$ cat config.mk
export PLATFORM = sky130hd
export DESIGN_NAME = icr_top
export DESIGN_NICKNAME = d
export VERILOG_FILES = /design/src/hw/icr_pkg.sv /design/src/hw/icr_top.sv
export SDC_FILE = /design/constraint.sdc
export NUM_CORES = 1
export LEC_CHECK = 0
export BUFFER_PORTS_ARGS = -buffer_cell sky130_fd_sc_hd__buf_2
export CORE_UTILIZATION = 45
export DETAILED_ROUTE_END_ITERATION = 10
export PLACE_DENSITY = 0.7
export SYNTH_ARGS = -nofsm -noshare
export SYNTH_HDL_FRONTEND = slang
export SYNTH_SLANG_ARGS = --single-unit
$ cat constraint.sdc
create_clock -name REF_CLK -period 7.3 [get_ports REF_CLK]
set_clock_uncertainty 0.05 [all_clocks]
set_input_delay 0.73 -clock REF_CLK [delete_from_list [all_inputs] [get_ports REF_CLK]]
set_output_delay 0.73 -clock REF_CLK [all_outputs]
set_load 0.005 [all_outputs]
$ cat src/hw/icr_pkg.sv
// Constants, layouts and types of the inquiry command responder
package icr_pkg;
    // Command block and opcodes
    localparam logic [7:0]  OP_INQUIRY    = 8'h12;
    localparam logic [7:0]  OP_REQ_SENSE  = 8'h03;
    localparam int          VPD_BIT       = 0;
    // Completion status and sense
    localparam logic [7:0]  ST_GOOD       = 8'h00;
    localparam logic [7:0]  ST_CHECK      = 8'h02;
    localparam logic [3:0]  KEY_ILLEGAL   = 4'h5;
    localparam logic [7:0]  ASC_BAD_FIELD = 8'h24;
    localparam logic [7:0]  ASC_BAD_LUN   = 8'h25;
    // Response lengths and standard data bytes
    localparam logic [15:0] LEN_STD       = 16'h00A4;
    localparam logic [15:0] LEN_VPD_LIST  = 16'h000E;
    localparam logic [15:0] LEN_VPD_HDR   = 16'h0004;
    localparam logic [2:0]  QUAL_PRESENT  = 3'h0;
    localparam logic [2:0]  QUAL_ABSENT   = 3'h3;
    localparam logic [4:0]  DEV_TYPE_DISK = 5'h00;
    localparam logic [7:0]  STD_B1        = 8'h00;
    localparam logic [7:0]  STD_VERSION   = 8'h06;
    localparam logic [7:0]  STD_B3        = 8'h12;
    localparam logic [7:0]  STD_ADD_LEN   = 8'h9F;
    localparam logic [7:0]  STD_B5        = 8'h01;
    localparam logic [7:0]  STD_B6        = 8'h10;
    localparam logic [7:0]  STD_B7        = 8'h02;
    localparam logic [7:0]  B_VENDOR      = 8'h08;
    localparam logic [7:0]  B_PRODUCT     = 8'h10;
    localparam logic [7:0]  B_REV         = 8'h20;
    localparam logic [7:0]  B_SERIAL      = 8'h24;
    localparam logic [7:0]  B_RSVD        = 8'h2C;
    localparam logic [7:0]  B_HARD_AL     = 8'h60;
    localparam logic [7:0]  B_ACQ_AL      = 8'h61;
    localparam logic [7:0]  VPD_LIST_LEN  = 8'h0A;
    localparam logic [79:0] VPD_LIST      = 80'h0003_8083_8687_888A_B1D2;
    localparam int          VPD_COUNT     = 10;
    // APB register byte addresses
    localparam logic [7:0]  A_REVISION    = 8'h00;
    localparam logic [7:0]  A_SERIAL_HI   = 8'h04;
    localparam logic [7:0]  A_SERIAL_LO   = 8'h08;
    localparam logic [7:0]  A_LOOP_ADDR   = 8'h0C;
    localparam logic [7:0]  A_STATUS      = 8'h10;

    typedef struct packed {
        logic [7:0]  opcode;
        logic [7:0]  flags;
        logic [7:0]  page;
        logic [15:0] alloc;
        logic [7:0]  control;
    } icr_cdb_t;

    typedef struct packed {
        logic       fwd;
        logic [7:0] status;
        logic [3:0] key;
        logic [7:0] asc;
    } icr_done_t;

    typedef enum logic [1:0] {MODE_STD, MODE_LIST, MODE_HDR} icr_mode_t;
endpackage

$ cat src/hw/icr_top.sv
// Inquiry command decoder and response streamer with APB registers
`timescale 1ns/100ps

// Behaviour
// RQ1 - Decode opcode, VPD flag, page, length, control (the control byte is not decoded here)
// RQ2 - VPD 0, page 0 returns standard data
// RQ3 - VPD 0, nonzero page gives check condition
// RQ4 - VPD 1 returns matching vital data page (listed pages other than 00h return only their 4-byte header, page length 0; unlisted pages give check condition)
// RQ5 - Zero length sends nothing, still completes
// RQ6 - Send smaller of available and allocated
// RQ7 - Pending unit attention neither blocks nor clears
// RQ8 - Taken at once, never queued
// RQ9 - Revision writable; other content fixed (serial number and loop addresses are also APB writable here)
// RQ10 - Byte 0 identical on every page
// RQ11 - Absent unit reports qualifier 011b
// RQ12 - Bad unit fails all but inquiry, sense
// RQ13 - Additional length is 159
// RQ14 - Version 6, format 2, hierarchical set
// RQ15 - Protection, multiport, queuing reported set
// RQ16 - Removable, array, access, copy, asymmetric zero
// RQ17 - Port bit shows receiving port
// RQ18 - Vendor, product, revision, serial; reserved zero
// RQ19 - Hard and acquired loop address bytes
// RQ20 - Page list header: 00h, 0, 0Ah
// RQ21 - Ten supported codes ascending
// RQ22 - Allocation length upper byte first
module icr_top #(
    parameter logic [63:0]  VENDOR_ID  = 64'h5645_4E44_4F52_2020, // Arbitrary value
    parameter logic [127:0] PRODUCT_ID = 128'h5354_4F52_4147_4520_554E_4954_2020_2020 // Arbitrary
) (
    input  wire logic             REF_CLK,
    input  wire logic             RST_N,
    input  wire logic             PSEL,
    input  wire logic             PENABLE,
    input  wire logic             PWRITE,
    input  wire logic [7:0]       PADDR,
    input  wire logic [31:0]      PWDATA,
    output logic      [31:0]      PRDATA,
    output logic                  PREADY,
    output logic                  PSLVERR,
    input  wire logic             CMD_VALID,
    input  wire icr_pkg::icr_cdb_t CMD_CDB,
    input  wire logic             CMD_PORT,
    input  wire logic             CMD_LUN_OK,
    output logic                  CMD_READY,
    output logic                  DIN_VALID,
    output logic      [7:0]       DIN_DATA,
    output logic                  DIN_LAST,
    input  wire logic             DIN_READY,
    output logic                  DONE_VALID,
    output icr_pkg::icr_done_t    DONE_INFO
);
    if (PRODUCT_ID == '0 || VENDOR_ID == '0) begin : g_chk
        $error("icr_top: identification strings must not be empty");
    end

    typedef enum logic [1:0] {S_IDLE, S_SEND, S_FIN} icr_state_t;

    ////////////////////////////////////////////////////////////////////////////
    logic [1:0]          rst_sync_reg;
    logic                rst_n;
    icr_state_t          state_reg;
    icr_pkg::icr_mode_t  mode_reg;
    logic [15:0]         len_reg;
    logic [15:0]         idx_reg;
    logic [7:0]          page_reg;
    logic                port_reg;
    logic [2:0]          qual_reg;
    logic                ready_reg;
    logic                din_valid_reg;
    logic [7:0]          din_data_reg;
    logic                din_last_reg;
    logic [15:0]         out_idx_reg;
    logic                done_valid_reg;
    icr_pkg::icr_done_t  done_reg;
    icr_pkg::icr_done_t  take_done_next;
    logic [31:0]         rev_reg;
    logic [63:0]         serial_reg;
    logic [31:0]         loop_reg;
    logic [31:0]         prdata_reg;
    logic                pready_reg;
    logic                pslverr_reg;
    logic [15:0]         cmd_count_reg;
    logic                take;
    logic                is_inq;
    logic                vpd;
    logic                fail_now;
    logic                advance;
    icr_pkg::icr_mode_t  take_mode;
    logic [15:0]         avail;
    logic [15:0]         send_len;
    logic [7:0]          cur_byte;
    logic                addr_ok;
    logic [31:0]         rd_word;

    function automatic logic [7:0] pick(input logic [127:0] v, input logic [7:0] k);
        pick = v[127 - 8 * k[3:0] -: 8];
    endfunction

    function automatic logic listed(input logic [7:0] code);
        listed = 1'b0;
        for (int i = 0; i < icr_pkg::VPD_COUNT; i++) begin
            if (pick({icr_pkg::VPD_LIST, 48'h0}, 8'(i)) == code) begin
                listed = 1'b1;
            end
        end
    endfunction

    ////////////////////////////////////////////////////////////////////////////
    // Reset release
    always_ff @(posedge REF_CLK or negedge RST_N) begin
        if (!RST_N) begin
            rst_sync_reg <= 2'h0;
        end else begin
            rst_sync_reg <= {rst_sync_reg[0], 1'b1};
        end
    end
    assign rst_n = rst_sync_reg[1];

    ////////////////////////////////////////////////////////////////////////////
    // Command decode
    assign take    = CMD_VALID && ready_reg;                       // RQ8 RQ7
    assign is_inq  = CMD_CDB.opcode == icr_pkg::OP_INQUIRY;        // RQ1
    assign vpd     = CMD_CDB.flags[icr_pkg::VPD_BIT];              // RQ1

    always_comb begin
        take_done_next        = '0;
        take_done_next.status = icr_pkg::ST_GOOD;
        take_mode             = icr_pkg::MODE_STD;                 // RQ2
        avail                 = icr_pkg::LEN_STD;
        fail_now              = 1'b0;
        if (!is_inq) begin
            take_done_next.fwd = 1'b1;
            if (!CMD_LUN_OK && CMD_CDB.opcode != icr_pkg::OP_REQ_SENSE) begin
                take_done_next.fwd    = 1'b0;                      // RQ12
                take_done_next.status = icr_pkg::ST_CHECK;
                take_done_next.key    = icr_pkg::KEY_ILLEGAL;
                take_done_next.asc    = icr_pkg::ASC_BAD_LUN;
            end
        end else if (!vpd && CMD_CDB.page != 8'h00) begin
            fail_now = 1'b1;                                       // RQ3
        end else if (vpd && CMD_CDB.page == 8'h00) begin
            take_mode = icr_pkg::MODE_LIST;                        // RQ4
            avail     = icr_pkg::LEN_VPD_LIST;
        end else if (vpd) begin
            take_mode = icr_pkg::MODE_HDR;                         // RQ4
            avail     = icr_pkg::LEN_VPD_HDR;
            fail_now  = !listed(CMD_CDB.page);
        end
        if (fail_now) begin
            take_done_next.status = icr_pkg::ST_CHECK;
            take_done_next.key    = icr_pkg::KEY_ILLEGAL;
            take_done_next.asc    = icr_pkg::ASC_BAD_FIELD;
        end
        // Alloc field is held upper byte first
        send_len = (CMD_CDB.alloc < avail) ? CMD_CDB.alloc : avail; // RQ6 RQ22
    end

    ////////////////////////////////////////////////////////////////////////////
    // Response byte generator
    always_comb begin
        cur_byte = 8'h00;
        if (idx_reg[15:8] != 8'h00) begin
            cur_byte = 8'h00;
        end else if (idx_reg[7:0] == 8'h00) begin
            cur_byte = {qual_reg, icr_pkg::DEV_TYPE_DISK};         // RQ10 RQ11
        end else if (mode_reg == icr_pkg::MODE_STD) begin
            case (idx_reg[7:0])
                8'h01: cur_byte = icr_pkg::STD_B1;                 // RQ16
                8'h02: cur_byte = icr_pkg::STD_VERSION;            // RQ14
                8'h03: cur_byte = icr_pkg::STD_B3;                 // RQ14
                8'h04: cur_byte = icr_pkg::STD_ADD_LEN;            // RQ13
                8'h05: cur_byte = icr_pkg::STD_B5;                 // RQ15 RQ16
                8'h06: cur_byte = icr_pkg::STD_B6 | {7'h0, port_reg}; // RQ15 RQ17
                8'h07: cur_byte = icr_pkg::STD_B7;                 // RQ15
                icr_pkg::B_HARD_AL: cur_byte = port_reg ? loop_reg[23:16] : loop_reg[7:0]; // RQ19
                icr_pkg::B_ACQ_AL:  cur_byte = port_reg ? loop_reg[31:24] : loop_reg[15:8]; // RQ19
                default: begin
                    if (idx_reg[7:0] >= icr_pkg::B_RSVD) begin
                        cur_byte = 8'h00;                          // RQ18
                    end else if (idx_reg[7:0] >= icr_pkg::B_SERIAL) begin
                        cur_byte = pick({serial_reg, 64'h0}, idx_reg[7:0] - icr_pkg::B_SERIAL);
                    end else if (idx_reg[7:0] >= icr_pkg::B_REV) begin
                        cur_byte = pick({rev_reg, 96'h0}, idx_reg[7:0] - icr_pkg::B_REV); // RQ9
                    end else if (idx_reg[7:0] >= icr_pkg::B_PRODUCT) begin
                        cur_byte = pick(PRODUCT_ID, idx_reg[7:0] - icr_pkg::B_PRODUCT); // RQ18
                    end else if (idx_reg[7:0] >= icr_pkg::B_VENDOR) begin
                        cur_byte = pick({VENDOR_ID, 64'h0}, idx_reg[7:0] - icr_pkg::B_VENDOR);
                    end
                end
            endcase
        end else begin
            case (idx_reg[7:0])
                8'h01:   cur_byte = page_reg;                      // RQ20 RQ4
                8'h02:   cur_byte = 8'h00;
                8'h03:   cur_byte = (mode_reg == icr_pkg::MODE_LIST) ?
                                    icr_pkg::VPD_LIST_LEN : 8'h00; // RQ20
                default: cur_byte = pick({icr_pkg::VPD_LIST, 48'h0}, idx_reg[7:0] - 8'h04); // RQ21
            endcase
        end
    end

    ////////////////////////////////////////////////////////////////////////////
    // Command sequencing
    assign advance = !din_valid_reg || DIN_READY;

    always_ff @(posedge REF_CLK or negedge rst_n) begin
        if (!rst_n) begin
            state_reg     <= S_IDLE;
            ready_reg     <= 1'b0;
            mode_reg      <= icr_pkg::MODE_STD;
            len_reg       <= 16'h0000;
            idx_reg       <= 16'h0000;
            page_reg      <= 8'h00;
            port_reg      <= 1'b0;
            qual_reg      <= icr_pkg::QUAL_PRESENT;
            cmd_count_reg <= 16'h0000;
        end else begin
            case (state_reg)
                S_IDLE: begin
                    ready_reg <= 1'b1;
                    if (take) begin
                        ready_reg     <= 1'b0;
                        cmd_count_reg <= cmd_count_reg + 16'h0001;
                        mode_reg      <= take_mode;
                        len_reg       <= send_len;
                        idx_reg       <= 16'h0000;
                        page_reg      <= CMD_CDB.page;
                        port_reg      <= CMD_PORT;
                        qual_reg      <= CMD_LUN_OK ? icr_pkg::QUAL_PRESENT
                                                    : icr_pkg::QUAL_ABSENT; // RQ11
                        // Zero length still completes
                        if (!is_inq || fail_now || send_len == 16'h0000) begin
                            state_reg <= S_FIN;                    // RQ5
                        end else begin
                            state_reg <= S_SEND;
                        end
                    end
                end
                S_SEND: begin
                    if (advance) begin
                        if (idx_reg < len_reg) begin
                            idx_reg <= idx_reg + 16'h0001;
                        end else begin
                            state_reg <= S_FIN;                    // RQ6
                        end
                    end
                end
                S_FIN: begin
                    state_reg <= S_IDLE;
                    ready_reg <= 1'b1;
                end
                default: state_reg <= S_IDLE;
            endcase
        end
    end

    // Data-in stream
    always_ff @(posedge REF_CLK or negedge rst_n) begin
        if (!rst_n) begin
            din_valid_reg <= 1'b0;
            din_data_reg  <= 8'h00;
            din_last_reg  <= 1'b0;
            out_idx_reg   <= 16'h0000;
        end else if (state_reg == S_SEND && advance) begin
            din_valid_reg <= idx_reg < len_reg;                    // RQ6
            din_data_reg  <= cur_byte;
            din_last_reg  <= idx_reg + 16'h0001 == len_reg;
            out_idx_reg   <= idx_reg;
        end else if (DIN_READY) begin
            din_valid_reg <= 1'b0;
        end
    end

    // Completion report
    always_ff @(posedge REF_CLK or negedge rst_n) begin
        if (!rst_n) begin
            done_valid_reg <= 1'b0;
            done_reg       <= '0;
        end else begin
            done_valid_reg <= state_reg == S_FIN;
            if (take) begin
                done_reg <= take_done_next;                        // RQ3 RQ12
            end
        end
    end

    ////////////////////////////////////////////////////////////////////////////
    // APB slave, one wait state
    assign addr_ok = PADDR == icr_pkg::A_REVISION || PADDR == icr_pkg::A_SERIAL_HI ||
                     PADDR == icr_pkg::A_SERIAL_LO || PADDR == icr_pkg::A_LOOP_ADDR ||
                     PADDR == icr_pkg::A_STATUS;

    always_comb begin
        case (PADDR)
            icr_pkg::A_REVISION:  rd_word = rev_reg;
            icr_pkg::A_SERIAL_HI: rd_word = serial_reg[63:32];
            icr_pkg::A_SERIAL_LO: rd_word = serial_reg[31:0];
            icr_pkg::A_LOOP_ADDR: rd_word = loop_reg;
            icr_pkg::A_STATUS:    rd_word = {cmd_count_reg, 14'h0000, state_reg};
            default:              rd_word = 32'h0000_0000;
        endcase
    end

    always_ff @(posedge REF_CLK or negedge rst_n) begin
        if (!rst_n) begin
            pready_reg  <= 1'b0;
            pslverr_reg <= 1'b0;
            prdata_reg  <= 32'h0000_0000;
        end else begin
            pready_reg  <= PSEL && PENABLE && !pready_reg;
            pslverr_reg <= PSEL && PENABLE && !pready_reg && !addr_ok;
            if (PSEL && PENABLE && !pready_reg && !PWRITE) begin
                prdata_reg <= rd_word;
            end
        end
    end

    // Revision changes after a code download
    always_ff @(posedge REF_CLK or negedge rst_n) begin
        if (!rst_n) begin
            rev_reg    <= 32'h3030_3030;
            serial_reg <= 64'h3030_3030_3030_3030;
            loop_reg   <= 32'h0000_0000;
        end else if (PSEL && PENABLE && pready_reg && PWRITE) begin
            case (PADDR)
                icr_pkg::A_REVISION:  rev_reg <= PWDATA;           // RQ9
                icr_pkg::A_SERIAL_HI: serial_reg[63:32] <= PWDATA;
                icr_pkg::A_SERIAL_LO: serial_reg[31:0] <= PWDATA;
                icr_pkg::A_LOOP_ADDR: loop_reg <= PWDATA;
                default: ;
            endcase
        end
    end

    assign PRDATA     = prdata_reg;
    assign PREADY     = pready_reg;
    assign PSLVERR    = pslverr_reg;
    assign CMD_READY  = ready_reg;
    assign DIN_VALID  = din_valid_reg;
    assign DIN_DATA   = din_data_reg;
    assign DIN_LAST   = din_last_reg;
    assign DONE_VALID = done_valid_reg;
    assign DONE_INFO  = done_reg;
endmodule

==> results.py, run 1 <==
metrics = {
    "final_layout": {
        "final_area_mm2": 0.0154,
        "largest_register_ffs": 64,
        "nets": 1436,
        "syn_to_final_growth_pct": 13.2,
        "layout_commonest_cell": "dfrtp_1",
        "drive_gt1_share_pct": 31.3,
        "fin_cells": 1719,
        "final_cell_mix": "dfrtp_1 (216), mux2_2 (138), buf_2 (134)",
        "final_util_pct": 51.9,
    },
    "yosys": {
        "synth_seq_cells": 241,
        "synthSimpleGateAreaFrac_pct": 12.1,
        "ys_warn_count": 0,
        "synth.distinct_cells": 74,
        "ys.flop_type": "dfrtp_1",
        "syn_area_mm2": 0.0136,
        "synth_top_family_by_area": "multiplexers",
        "synth_edf_count": 0,
        "async_reset_ff_share_pct": 100,
        "ys_seq_area_share_pct": 44.7,
        "synth_fa_ha_area_share_pct": 2.95,
        "synthMuxAreaShare_pct": 21.0,
        "synth_xor_area_share_pct": 2.45,
        "avgSynthCellArea_um2": 11.2,
        "synthCells": 1213,
        "synth-compound-area-share_pct": 12.4,
    },
    "floorplanning": {
        "ios": 164,
        "rows": 63,
        "dieWidth_um": 176,
        "dieArea_mm2": 0.0309,
        "die_h_um": 176,
        "start_util_pct": 45.8,
        "placeableCoreArea_mm2": 0.0296,
    },
    "power": {
        "report.power.total_mw": 3.41,
        "p_per_area_mw_per_mm2": 222,
        "leakagePower_nw": 7.28,
        "worst_ir_drop_vdd_mv": 0.128,
    },
    "sta": {
        "rsz0062_at_grt": "false",
        "fin_ws_ps": 3920,
        "setup_tns_ps": 0,
        "setup_viol": 0,
        "finalMaxSlewViolations": 0,
        "min_period_ps": 3380,
        "fin_crit_sh_pct": 46.3,
        "tightestPinTransition_ps": 1230,
        "relSlewSlack_pct": 17.6,
        "hold_viol": 0,
        "fmax_mhz": 296,
        "hold_ws_ps": 299,
    },
    "route": {
        "ant_nets": 0,
        "vias": 10300,
        "first_pass_iters": 6,
        "via_per_inst": 6.02,
        "drc_errors": 0,
        "first_iter_violations": 844,
        "wl_per_cell_um": 21.3,
        "finalWirelength_mm": 36.5,
    },
    "global_routing": {
        "antenna_found_initial": 2,
        "grtUsageTotal_pct": 24.0,
        "grt_pass1_vias": 10300,
        "grt_start_max_net_pins": 186,
        "grt_first_pass_wirelength_mm": 58.5,
        "grt-ovfl-total": 0,
    },
    "setup_path": {
        "crit_required_ps": 7700,
        "path_max_fanout": 36,
        "critical_path_class": "flip-flop to flip-flop",
        "worstPathCellList": "buf_4, ha_1, inv_1, ha_1, xnor2_1, or4_1, nor4_1, o2111ai_1, o31ai_1",
        "arrival_ps": 3780,
        "cp-start-kind": "flip-flop",
        "cp_common_cell": "ha_1",
        "cpMaxStageDelayCell": "ha_1",
        "slowest_delay_ps": 490,
        "worstSetupEndpointType": "flip-flop",
    },
    "clock_network": {
        "cts_sinks": 241,
        "h-tree-depth": 1,
        "clk_latency_ps": 550,
        "ctsResizeCount": 0,
        "clk_path_buf_depth": 3,
        "root_buffer": "clkbuf_16",
        "cts_tree": "done",
        "cts_made_buffers": 26,
        "cts.clk_slew.worst_paths_ps": 60,
    },
    "placement": {
        "dp_slack_ps": 3580,
        "dp_hpwl_mm": 25.0,
        "gp_congestion": 0.896,
        "port_buffers": 134,
        "placed_area_mm2": 0.0144,
        "dpl.cell_count": 1668,
    },
    "job": {
        "max_cap_viol_count": 0,
    },
    "status": {
        "status": "complete, no violations",
    },
    "worst_hold_path": {
        "hold_path.class": "flip-flop to flip-flop",
    },
}
-- layout make-up --
type	count	area (µm²)
sequential	241	6060
clock inverter	10	171
antenna	2	5.00
timing repair buffer	149	798
inverter	29	109
clock buffer	38	766
tap	390	488
multi-input combinational	860	6970
fill	2635	14300
-- path summary, 6_finish.rpt --
path | start | endpoint | slack (ps) | cells past startpoint
worst min register to register | rst_sync_reg[0] | rst_sync_reg[1] | 300 | 0
worst max-delay path | idx_reg[1] | DIN_LAST | 3920 | 9
worst max register to register | idx_reg[1] | DIN_LAST | 3920 | 9
worst min-delay path | rst_sync_reg[0] | rst_sync_reg[1] | 300 | 0
min in group asynchronous | rst_sync_reg[1] | page_reg[2] | 350 | 0
max in group asynchronous | rst_sync_reg[1] | serial_reg[24] | 5430 | 1
-- layer usage --
| metal | vias to the layer above | part of all wire, % | track usage, % |
|---|---|---|---|
| met5 | - | 0 | 0 |
| met4 | 0 | 2.6 | 7.28 |
| met1 | 5221 | 45 | 34.7 |
| li1 | 4683 | - | - |
| met2 | 379 | 46 | 37.1 |
| met3 | 57 | 6.8 | 3.90 |
-- logic make-up after synthesis --
kind of cell	Yosys count
adders and majority gates	32
AOI/OAI and AO/OA	232
DFF	241
and+or+nand+nor	331
buffers and inverters	125
xor gates and xnor gates	38
muxes	212
other	2
-- critical path, delay by kind of cell (launching register included) --
kind	cells	cell delay, ps
flops	1	320
compound gates	2	490
buf+inv	2	580
fa+ha+maj	2	830
xor+xnor	1	130
simple gates	2	880
-- where the power goes --
part	switching [mW]	leakage, nW	total [mW]	internal (mW)
sequential	0.0603	3.18	1.42	1.36
combinational	0.353	3.64	0.564	0.211
clock	0.554	0.457	1.42	0.871
-- repair_timing --
action / CTS / global route
setup buffers: 0 / 0
hold endpoints to repair: 2 / 0
hold buffers: 1 / 0
-- synth_stat cells (18+ instances only) --
cell,count,area (µm²)
dfrtp_1,217,5430
mux2_2,138,1550
nand2_1,133,499
nor2_1,57,214
o21ai_0,53,265
mux4_2,41,923
nand3_1,38,190
buf_2,36,180
clkbuf_1,33,124
ha_1,32,400
inv_1,29,109
mux2i_1,26,260
o31ai_1,26,195
a22o_1,24,210
dfstp_2,24,631
a21oi_1,23,115
buf_4,22,165
xnor2_1,20,175
xor2_1,18,158
Power figures use the tool's default switching activity.
==> run 2: changes to the inputs <==
--- a/config.mk
+++ b/config.mk
@@ -5,10 +5,11 @@
 export SDC_FILE = /design/constraint.sdc
 export NUM_CORES = 1
 export LEC_CHECK = 0
+export ABC_AREA = 1
 export BUFFER_PORTS_ARGS = -buffer_cell sky130_fd_sc_hd__buf_2
 export CORE_UTILIZATION = 45
 export DETAILED_ROUTE_END_ITERATION = 10
-export PLACE_DENSITY = 0.7
+export PLACE_DENSITY = 0.67
 export SYNTH_ARGS = -nofsm -noshare
 export SYNTH_HDL_FRONTEND = slang
 export SYNTH_SLANG_ARGS = --single-unit
==> constraint.sdc (replaced) <==
create_clock -name REF_CLK -period 3.4 [get_ports REF_CLK]
set_clock_uncertainty 0.05 [all_clocks]
set_input_delay 0.34 -clock REF_CLK [delete_from_list [all_inputs] [get_ports REF_CLK]]
set_output_delay 0.34 -clock REF_CLK [all_outputs]
set_load 0.005 [all_outputs]
==> results.py, run 2 <==
metrics = {
    "status": {
        "status": "complete, no violations",
    },
    "route": {
        "drc_errors": 0,
        "first_iter_violations": 1537,
        "first_pass_iters": 8,
        "vias": 12500,
        "finalWirelength_mm": 43.0,
        "ant_nets": 0,
        "via_per_inst": 5.60,
        "wl_per_cell_um": 19.2,
    },
    "yosys": {
        "ys_seq_area_share_pct": 45.6,
        "synth_seq_cells": 241,
        "ys_warn_count": 0,
        "yosysMostFrequentCell": "nand2_1",
        "avgSynthCellArea_um2": 7.77,
        "synthCells": 1709,
        "synth.top_cell.area_share_pct": 40.9,
        "synth.distinct_cells": 58,
        "ys_top_cells_by_area": "dfrtp_1 (41%), nand2_1 (12%), o21ai_0 (10%)",
        "synth_edf_count": 0,
        "async_reset_ff_share_pct": 100,
        "synth_common_cells": "nand2_1 (429), o21ai_0 (272), dfrtp_1 (217)",
        "yosysTopAreaCell": "dfrtp_1",
        "syn_area_mm2": 0.0133,
        "ys.flop_type": "dfrtp_1",
    },
    "floorplanning": {
        "dieWidth_um": 174,
        "die_h_um": 174,
        "rows": 62,
        "start_util_pct": 46.0,
        "placeableCoreArea_mm2": 0.0289,
        "dieArea_mm2": 0.0302,
        "ios": 164,
    },
    "final_layout": {
        "diodes": 0,
        "fin_cells": 2238,
        "final_cell_mix": "nand2_1 (427), o21ai_0 (272), dfrtp_1 (215)",
        "largest_register_ffs": 64,
        "multiInputGateArea_mm2": 0.00614,
        "ff_latch_area_mm2": 0.00607,
        "nets": 1964,
        "fillers": 2810,
        "layout_commonest_cell": "nand2_1",
        "syn_to_final_growth_pct": 15.1,
        "drive_gt1_share_pct": 15.3,
    },
    "placement": {
        "dp_hpwl_mm": 31.4,
        "port_buffers": 134,
        "gp_congestion": 0.985,
        "dpl.cell_count": 2188,
    },
    "clock_network": {
        "root_buffer": "clkbuf_16",
        "post-cts-setup-buffers": 0,
        "cts_made_buffers": 27,
        "cts_sinks": 241,
        "h-tree-depth": 1,
        "ctsResizeCount": 0,
        "clk_path_buf_depth": 3,
        "cts_tree": "done",
        "cts.clk_slew.worst_paths_ps": 60,
        "clk_latency_ps": 540,
    },
    "power": {
        "leakagePower_nw": 7.32,
        "worst_ir_drop_vdd_mv": 0.392,
        "p_per_area_mw_per_mm2": 538,
        "report.power.total_mw": 8.23,
    },
    "sta": {
        "rsz0062_at_grt": "false",
        "min_period_ps": 2790,
        "tightestPinTransition_ps": 906,
        "finalMaxSlewViolations": 0,
        "setup_tns_ps": 0,
        "setup_viol": 0,
        "hold_viol": 0,
        "fmax_mhz": 358,
        "fin_crit_sh_pct": 82.2,
        "relSlewSlack_pct": 39.1,
    },
    "global_routing": {
        "antenna_found_initial": 2,
        "grt_first_pass_wirelength_mm": 67.6,
        "grt_pass1_vias": 11800,
        "grt_start_max_net_pins": 98,
        "grt-ovfl-total": 0,
        "grtUsageTotal_pct": 28.5,
    },
    "setup_path": {
        "slowest_delay_ps": 680,
        "rr_worst_depth": 12,
        "path_max_fanout": 15,
        "cpMaxStageDelayCell": "dfrtp_1",
        "worstSetupEndpointType": "flip-flop",
        "critical_path_class": "flip-flop to flip-flop",
        "cp_common_cell": "nand2_1",
        "cp-start-kind": "flip-flop",
        "worstPathCellList": "inv_1, buf_4, ha_1, a21oi_2, nor2_1, nand3_1, nand3_1, o21ai_0, nand2_1, nand2_1, nand2_1, nand2_1",
        "arrival_ps": 3220,
        "crit_required_ps": 3820,
    },
    "worst_hold_path": {
        "hold_path_depth": 3,
        "hold_path.class": "input port to flip-flop",
    },
    "job": {
        "max_cap_viol_count": 0,
    },
}
## run 2: cell types whose count changed after synthesis, moves of 18 or more
cell,before,now
o31ai_1,26,5
nand2_1,133,429
clkbuf_1,33,51
mux4_2,41,0
inv_1,29,170
a21oi_1,23,64
buf_2,36,18
o21ai_0,53,272
nor2_1,57,120
nand3_1,38,65
mux2i_1,26,2
xnor2_1,20,2
mux2_2,138,0
## run 2: report_power, final
part           switching (mW)  leakage, nW  internal (mW)  total [mW]
clock network            1.17        0.437           1.83        2.99
logic                    1.41         3.79          0.686        2.09
registers               0.161         3.09           2.98        3.15
total                    2.73         7.32           5.50        8.23
## run 2: path summary, 6_finish.rpt
check,slack (ps),startpoint,endpoint
max in group asynchronous,2180,rst_sync_reg[1],len_reg[7]
max reg2reg,610,idx_reg[3],DIN_DATA[5]
min reg2reg,190,rst_sync_reg[1],loop_reg[25]
min in group asynchronous,60,RST_N,rst_sync_reg[1]
min,10,CMD_CDB[8],len_reg[0]
max,610,idx_reg[3],DIN_DATA[5]
## run 2: cells by family after synthesis
| group | share of synthesized area, % |
|---|---|
| AND/OR/NAND/NOR | 21.9 |
| flip-flops | 45.6 |
| buffers and inverters | 8.51 |
| adder cells (fa/ha/maj) | 3.01 |
| other | 0.0566 |
| AO/OA/AOI/OAI | 18.8 |
| multiplexers | 0.151 |
| XOR/XNOR | 2.02 |
## run 2: cell type report
cell class	instances	area share, %
Tap cell	384	3.14
Clock buffer	39	4.91
Sequential cell	241	39.7
Timing Repair Buffer	174	6.55
Multi-Input combinational cell	1207	40.2
Inverter	184	4.52
Clock inverter	9	0.966
## run 2: routing by layer
layer  track usage, %  vias to the layer above  wire [µm]
li1                 -                     5882          -
met1             42.7                     5927      19400
met2             41.1                      614      18200
met3             5.00                      113       3800
met4             10.5                        0       1640
met5                0                        -          0
## run 2: timing repair
action | in CTS | in global routing
endpoints found under the hold margin | 3 | 0
setup endpoints to repair | 0 | 0
hold buffers | 2 | 0
## run 2: worst max-delay path, delay by kind of cell, from the launching register on
kind	cells	cell delay [ps]
compound gates	2	660
fa+ha+maj	1	200
buf+inv	2	390
flops	1	680
simple gates	7	740
## run 2: metrics by stage
| stage | setup slack, ps | area [µm²] | util, % | hold slack (ps) |
|---|---|---|---|---|
| floorplan | 935 | 13300 | - | -5.59 |
| detailed placement | 470 | 14400 | 49.8 | 79.0 |
| CTS | 685 | 15300 | 52.9 | 2.79 |
| finish | 606 | 15300 | 52.9 | 12.4 |
| global route | 490 | 15300 | 52.9 | 32.1 |
| global placement | 592 | 14400 | 49.8 | 77.3 |
==> run 3: changes to the inputs <==
--- a/config.mk
+++ b/config.mk
@@ -9,7 +9,7 @@
 export BUFFER_PORTS_ARGS = -buffer_cell sky130_fd_sc_hd__buf_2
 export CORE_UTILIZATION = 45
 export DETAILED_ROUTE_END_ITERATION = 10
-export PLACE_DENSITY = 0.67
+export PLACE_DENSITY = 0.7
 export SYNTH_ARGS = -nofsm -noshare
 export SYNTH_HDL_FRONTEND = slang
 export SYNTH_SLANG_ARGS = --single-unit
==> constraint.sdc (replaced) <==
create_clock -name REF_CLK -period 2.5 [get_ports REF_CLK]
set_clock_uncertainty 0.05 [all_clocks]
set_input_delay 0.25 -clock REF_CLK [delete_from_list [all_inputs] [get_ports REF_CLK]]
set_output_delay 0.25 -clock REF_CLK [all_outputs]
set_load 0.005 [all_outputs]
==> results.py, run 3 (synthesized netlist as in run 2, its figures left out) <==
metrics = {
    "final_layout": {
        "fillers": 2666,
        "layout_commonest_cell": "nand2_1",
        "largest_register_ffs": 64,
        "diodes": 0,
        "final_area_mm2": 0.0162,
        "fin_cells": 2326,
        "final_util_pct": 56.3,
        "drive_gt1_share_pct": 18.1,
        "final_cell_mix": "nand2_1 (424), o21ai_0 (272), dfrtp_1 (213)",
        "multiInputGateArea_mm2": 0.00618,
        "nets": 2051,
        "ff_latch_area_mm2": 0.00607,
        "syn_to_final_growth_pct": 22.3,
    },
    "route": {
        "first_pass_iters": 8,
        "wl_per_cell_um": 18.9,
        "via_per_inst": 5.57,
        "finalWirelength_mm": 44.0,
        "ant_nets": 0,
        "drc_errors": 0,
        "vias": 13000,
        "first_iter_violations": 1534,
    },
    "setup_path": {
        "crit_start": "idx_reg[2]",
        "worstSetupEndpointType": "flip-flop",
        "ff2ff_setup_slack_ps": 110,
        "rr_startpoint": "idx_reg[2]",
        "cp-start-kind": "flip-flop",
        "crit_required_ps": 2920,
        "arrival_ps": 2810,
        "path_max_fanout": 7,
        "critical_path_class": "flip-flop to flip-flop",
    },
    "sta": {
        "rsz0062_at_grt": "true",
        "relSlewSlack_pct": 56.8,
        "finalMaxSlewViolations": 0,
        "fin_crit_sh_pct": 95.5,
        "setup_viol": 0,
        "hold_viol": 0,
        "fin_ws_ps": 112,
        "min_period_ps": 2390,
        "fmax_mhz": 419,
        "hold_ws_ps": 12.7,
        "tightestPinTransition_ps": 642,
    },
    "floorplanning": {
        "rows": 62,
        "dieArea_mm2": 0.0302,
        "placeableCoreArea_mm2": 0.0289,
        "die_h_um": 174,
        "ios": 164,
        "start_util_pct": 46.0,
        "dieWidth_um": 174,
    },
    "global_routing": {
        "antenna_found_initial": 1,
        "grt-ovfl-total": 0,
        "grt_start_max_net_pins": 99,
        "grt_first_pass_wirelength_mm": 68.7,
        "grtUsageTotal_pct": 29.2,
        "grt_pass1_vias": 12100,
    },
    "clock_network": {
        "h-tree-depth": 1,
        "clk_latency_ps": 540,
        "cts_sinks": 241,
        "cts_tree": "done",
        "cts_made_buffers": 27,
        "root_buffer": "clkbuf_16",
        "clk_path_buf_depth": 3,
        "cts.clk_slew.worst_paths_ps": 60,
    },
    "worst_hold_path": {
        "hold_path.class": "input port to flip-flop",
        "min_from": "PWDATA[1]",
    },
    "placement": {
        "dpl.cell_count": 2234,
        "gp_congestion": 1.05,
        "dp_hpwl_mm": 32.6,
        "placed_area_mm2": 0.0148,
        "port_buffers": 134,
        "dp_slack_ps": -71.0,
    },
    "power": {
        "p_per_area_mw_per_mm2": 720,
        "leakagePower_nw": 7.81,
        "worst_ir_drop_vdd_mv": 0.543,
    },
    "job": {
        "max_cap_viol_count": 0,
    },
    "status": {
        "status": "complete, no violations",
    },
}
==> run 3: cell count changes in the layout (fill, tap and decap cells not counted), moves of 3 or more <==
| cell | previous run | this run |
|---|---|---|
| clkbuf_1 | 9 | 4 |
| nand2_2 | 7 | 10 |
| nand2_1 | 427 | 424 |
| nor2_1 | 120 | 117 |
| dlygate4sd3_1 | 2 | 40 |
| buf_12 | 2 | 11 |
| buf_4 | 36 | 75 |
==> run 3: worst paths after layout <==
check,end,depth (start not counted)
hold reg to reg,DIN_DATA[7],0
setup / recovery,DIN_DATA[5],12
max in group asynchronous,rev_reg[29],2
setup reg to reg,DIN_DATA[5],12
hold / removal,serial_reg[1],3
min in group asynchronous,DIN_DATA[7],0
==> run 3: cell type report <==
type	count	share of cell area, %
clock inverters	14	1.29
flip-flops and latches	241	37.4
multi-input cells	1207	38.1
inverters	184	4.25
well taps	384	2.96
repair buffers	261	11.5
clock buffers	35	4.59
==> run 3: where the power goes <==
| group | total (mW) | internal, mW | leakage [nW] | switching [mW] |
|---|---|---|---|---|
| registers | 4.22 | 4.06 | 3.09 | 0.161 |
| logic | 3.20 | 1.17 | 4.25 | 2.03 |
| clock network | 4.27 | 2.62 | 0.469 | 1.65 |
==> run 3: routing by layer <==
layer / GRT usage [%] / vias up / share of wire, %
li1: - / 6079 / -
met1: 42.6 / 6110 / 44
met2: 43.0 / 654 / 42
met3: 5.94 / 122 / 9.8
met5: 0 / - / 0
met4: 9.83 / 0 / 3.9
==> run 3: worst max-delay path: stages (launching register included) <==
cell     delay, ps
dfrtp_2        470
buf_4          180
nor2_2         270
o21ai_0        130
a21oi_1        310
o21ai_0        170
nand3_1        100
nand3_1         80
o21ai_0        270
nand2_1         90
nand2_1         70
nand2_1         60
nand2_1         60
==> run 3: stage by stage <==
| stage | power [mW] | setup TNS [ps] |
|---|---|---|
| 4_1_cts | 11.6 | 0 |
| 3_3_place_gp | 7.30 | 0 |
| 3_5_place_dp | 7.31 | -85.8 |
| 6_report | 11.7 | 0 |
| 2_1_floorplan | 6.09 | 0 |
| 5_1_grt | 12.2 | -114 |
==> run 3: timing repair <==
action	4_1_cts	5_1_grt
buffers inserted	0	3
setup endpoints to repair	0	33
hold endpoints to repair	90	0
gates resized for setup	0	15
hold buffers	40	0
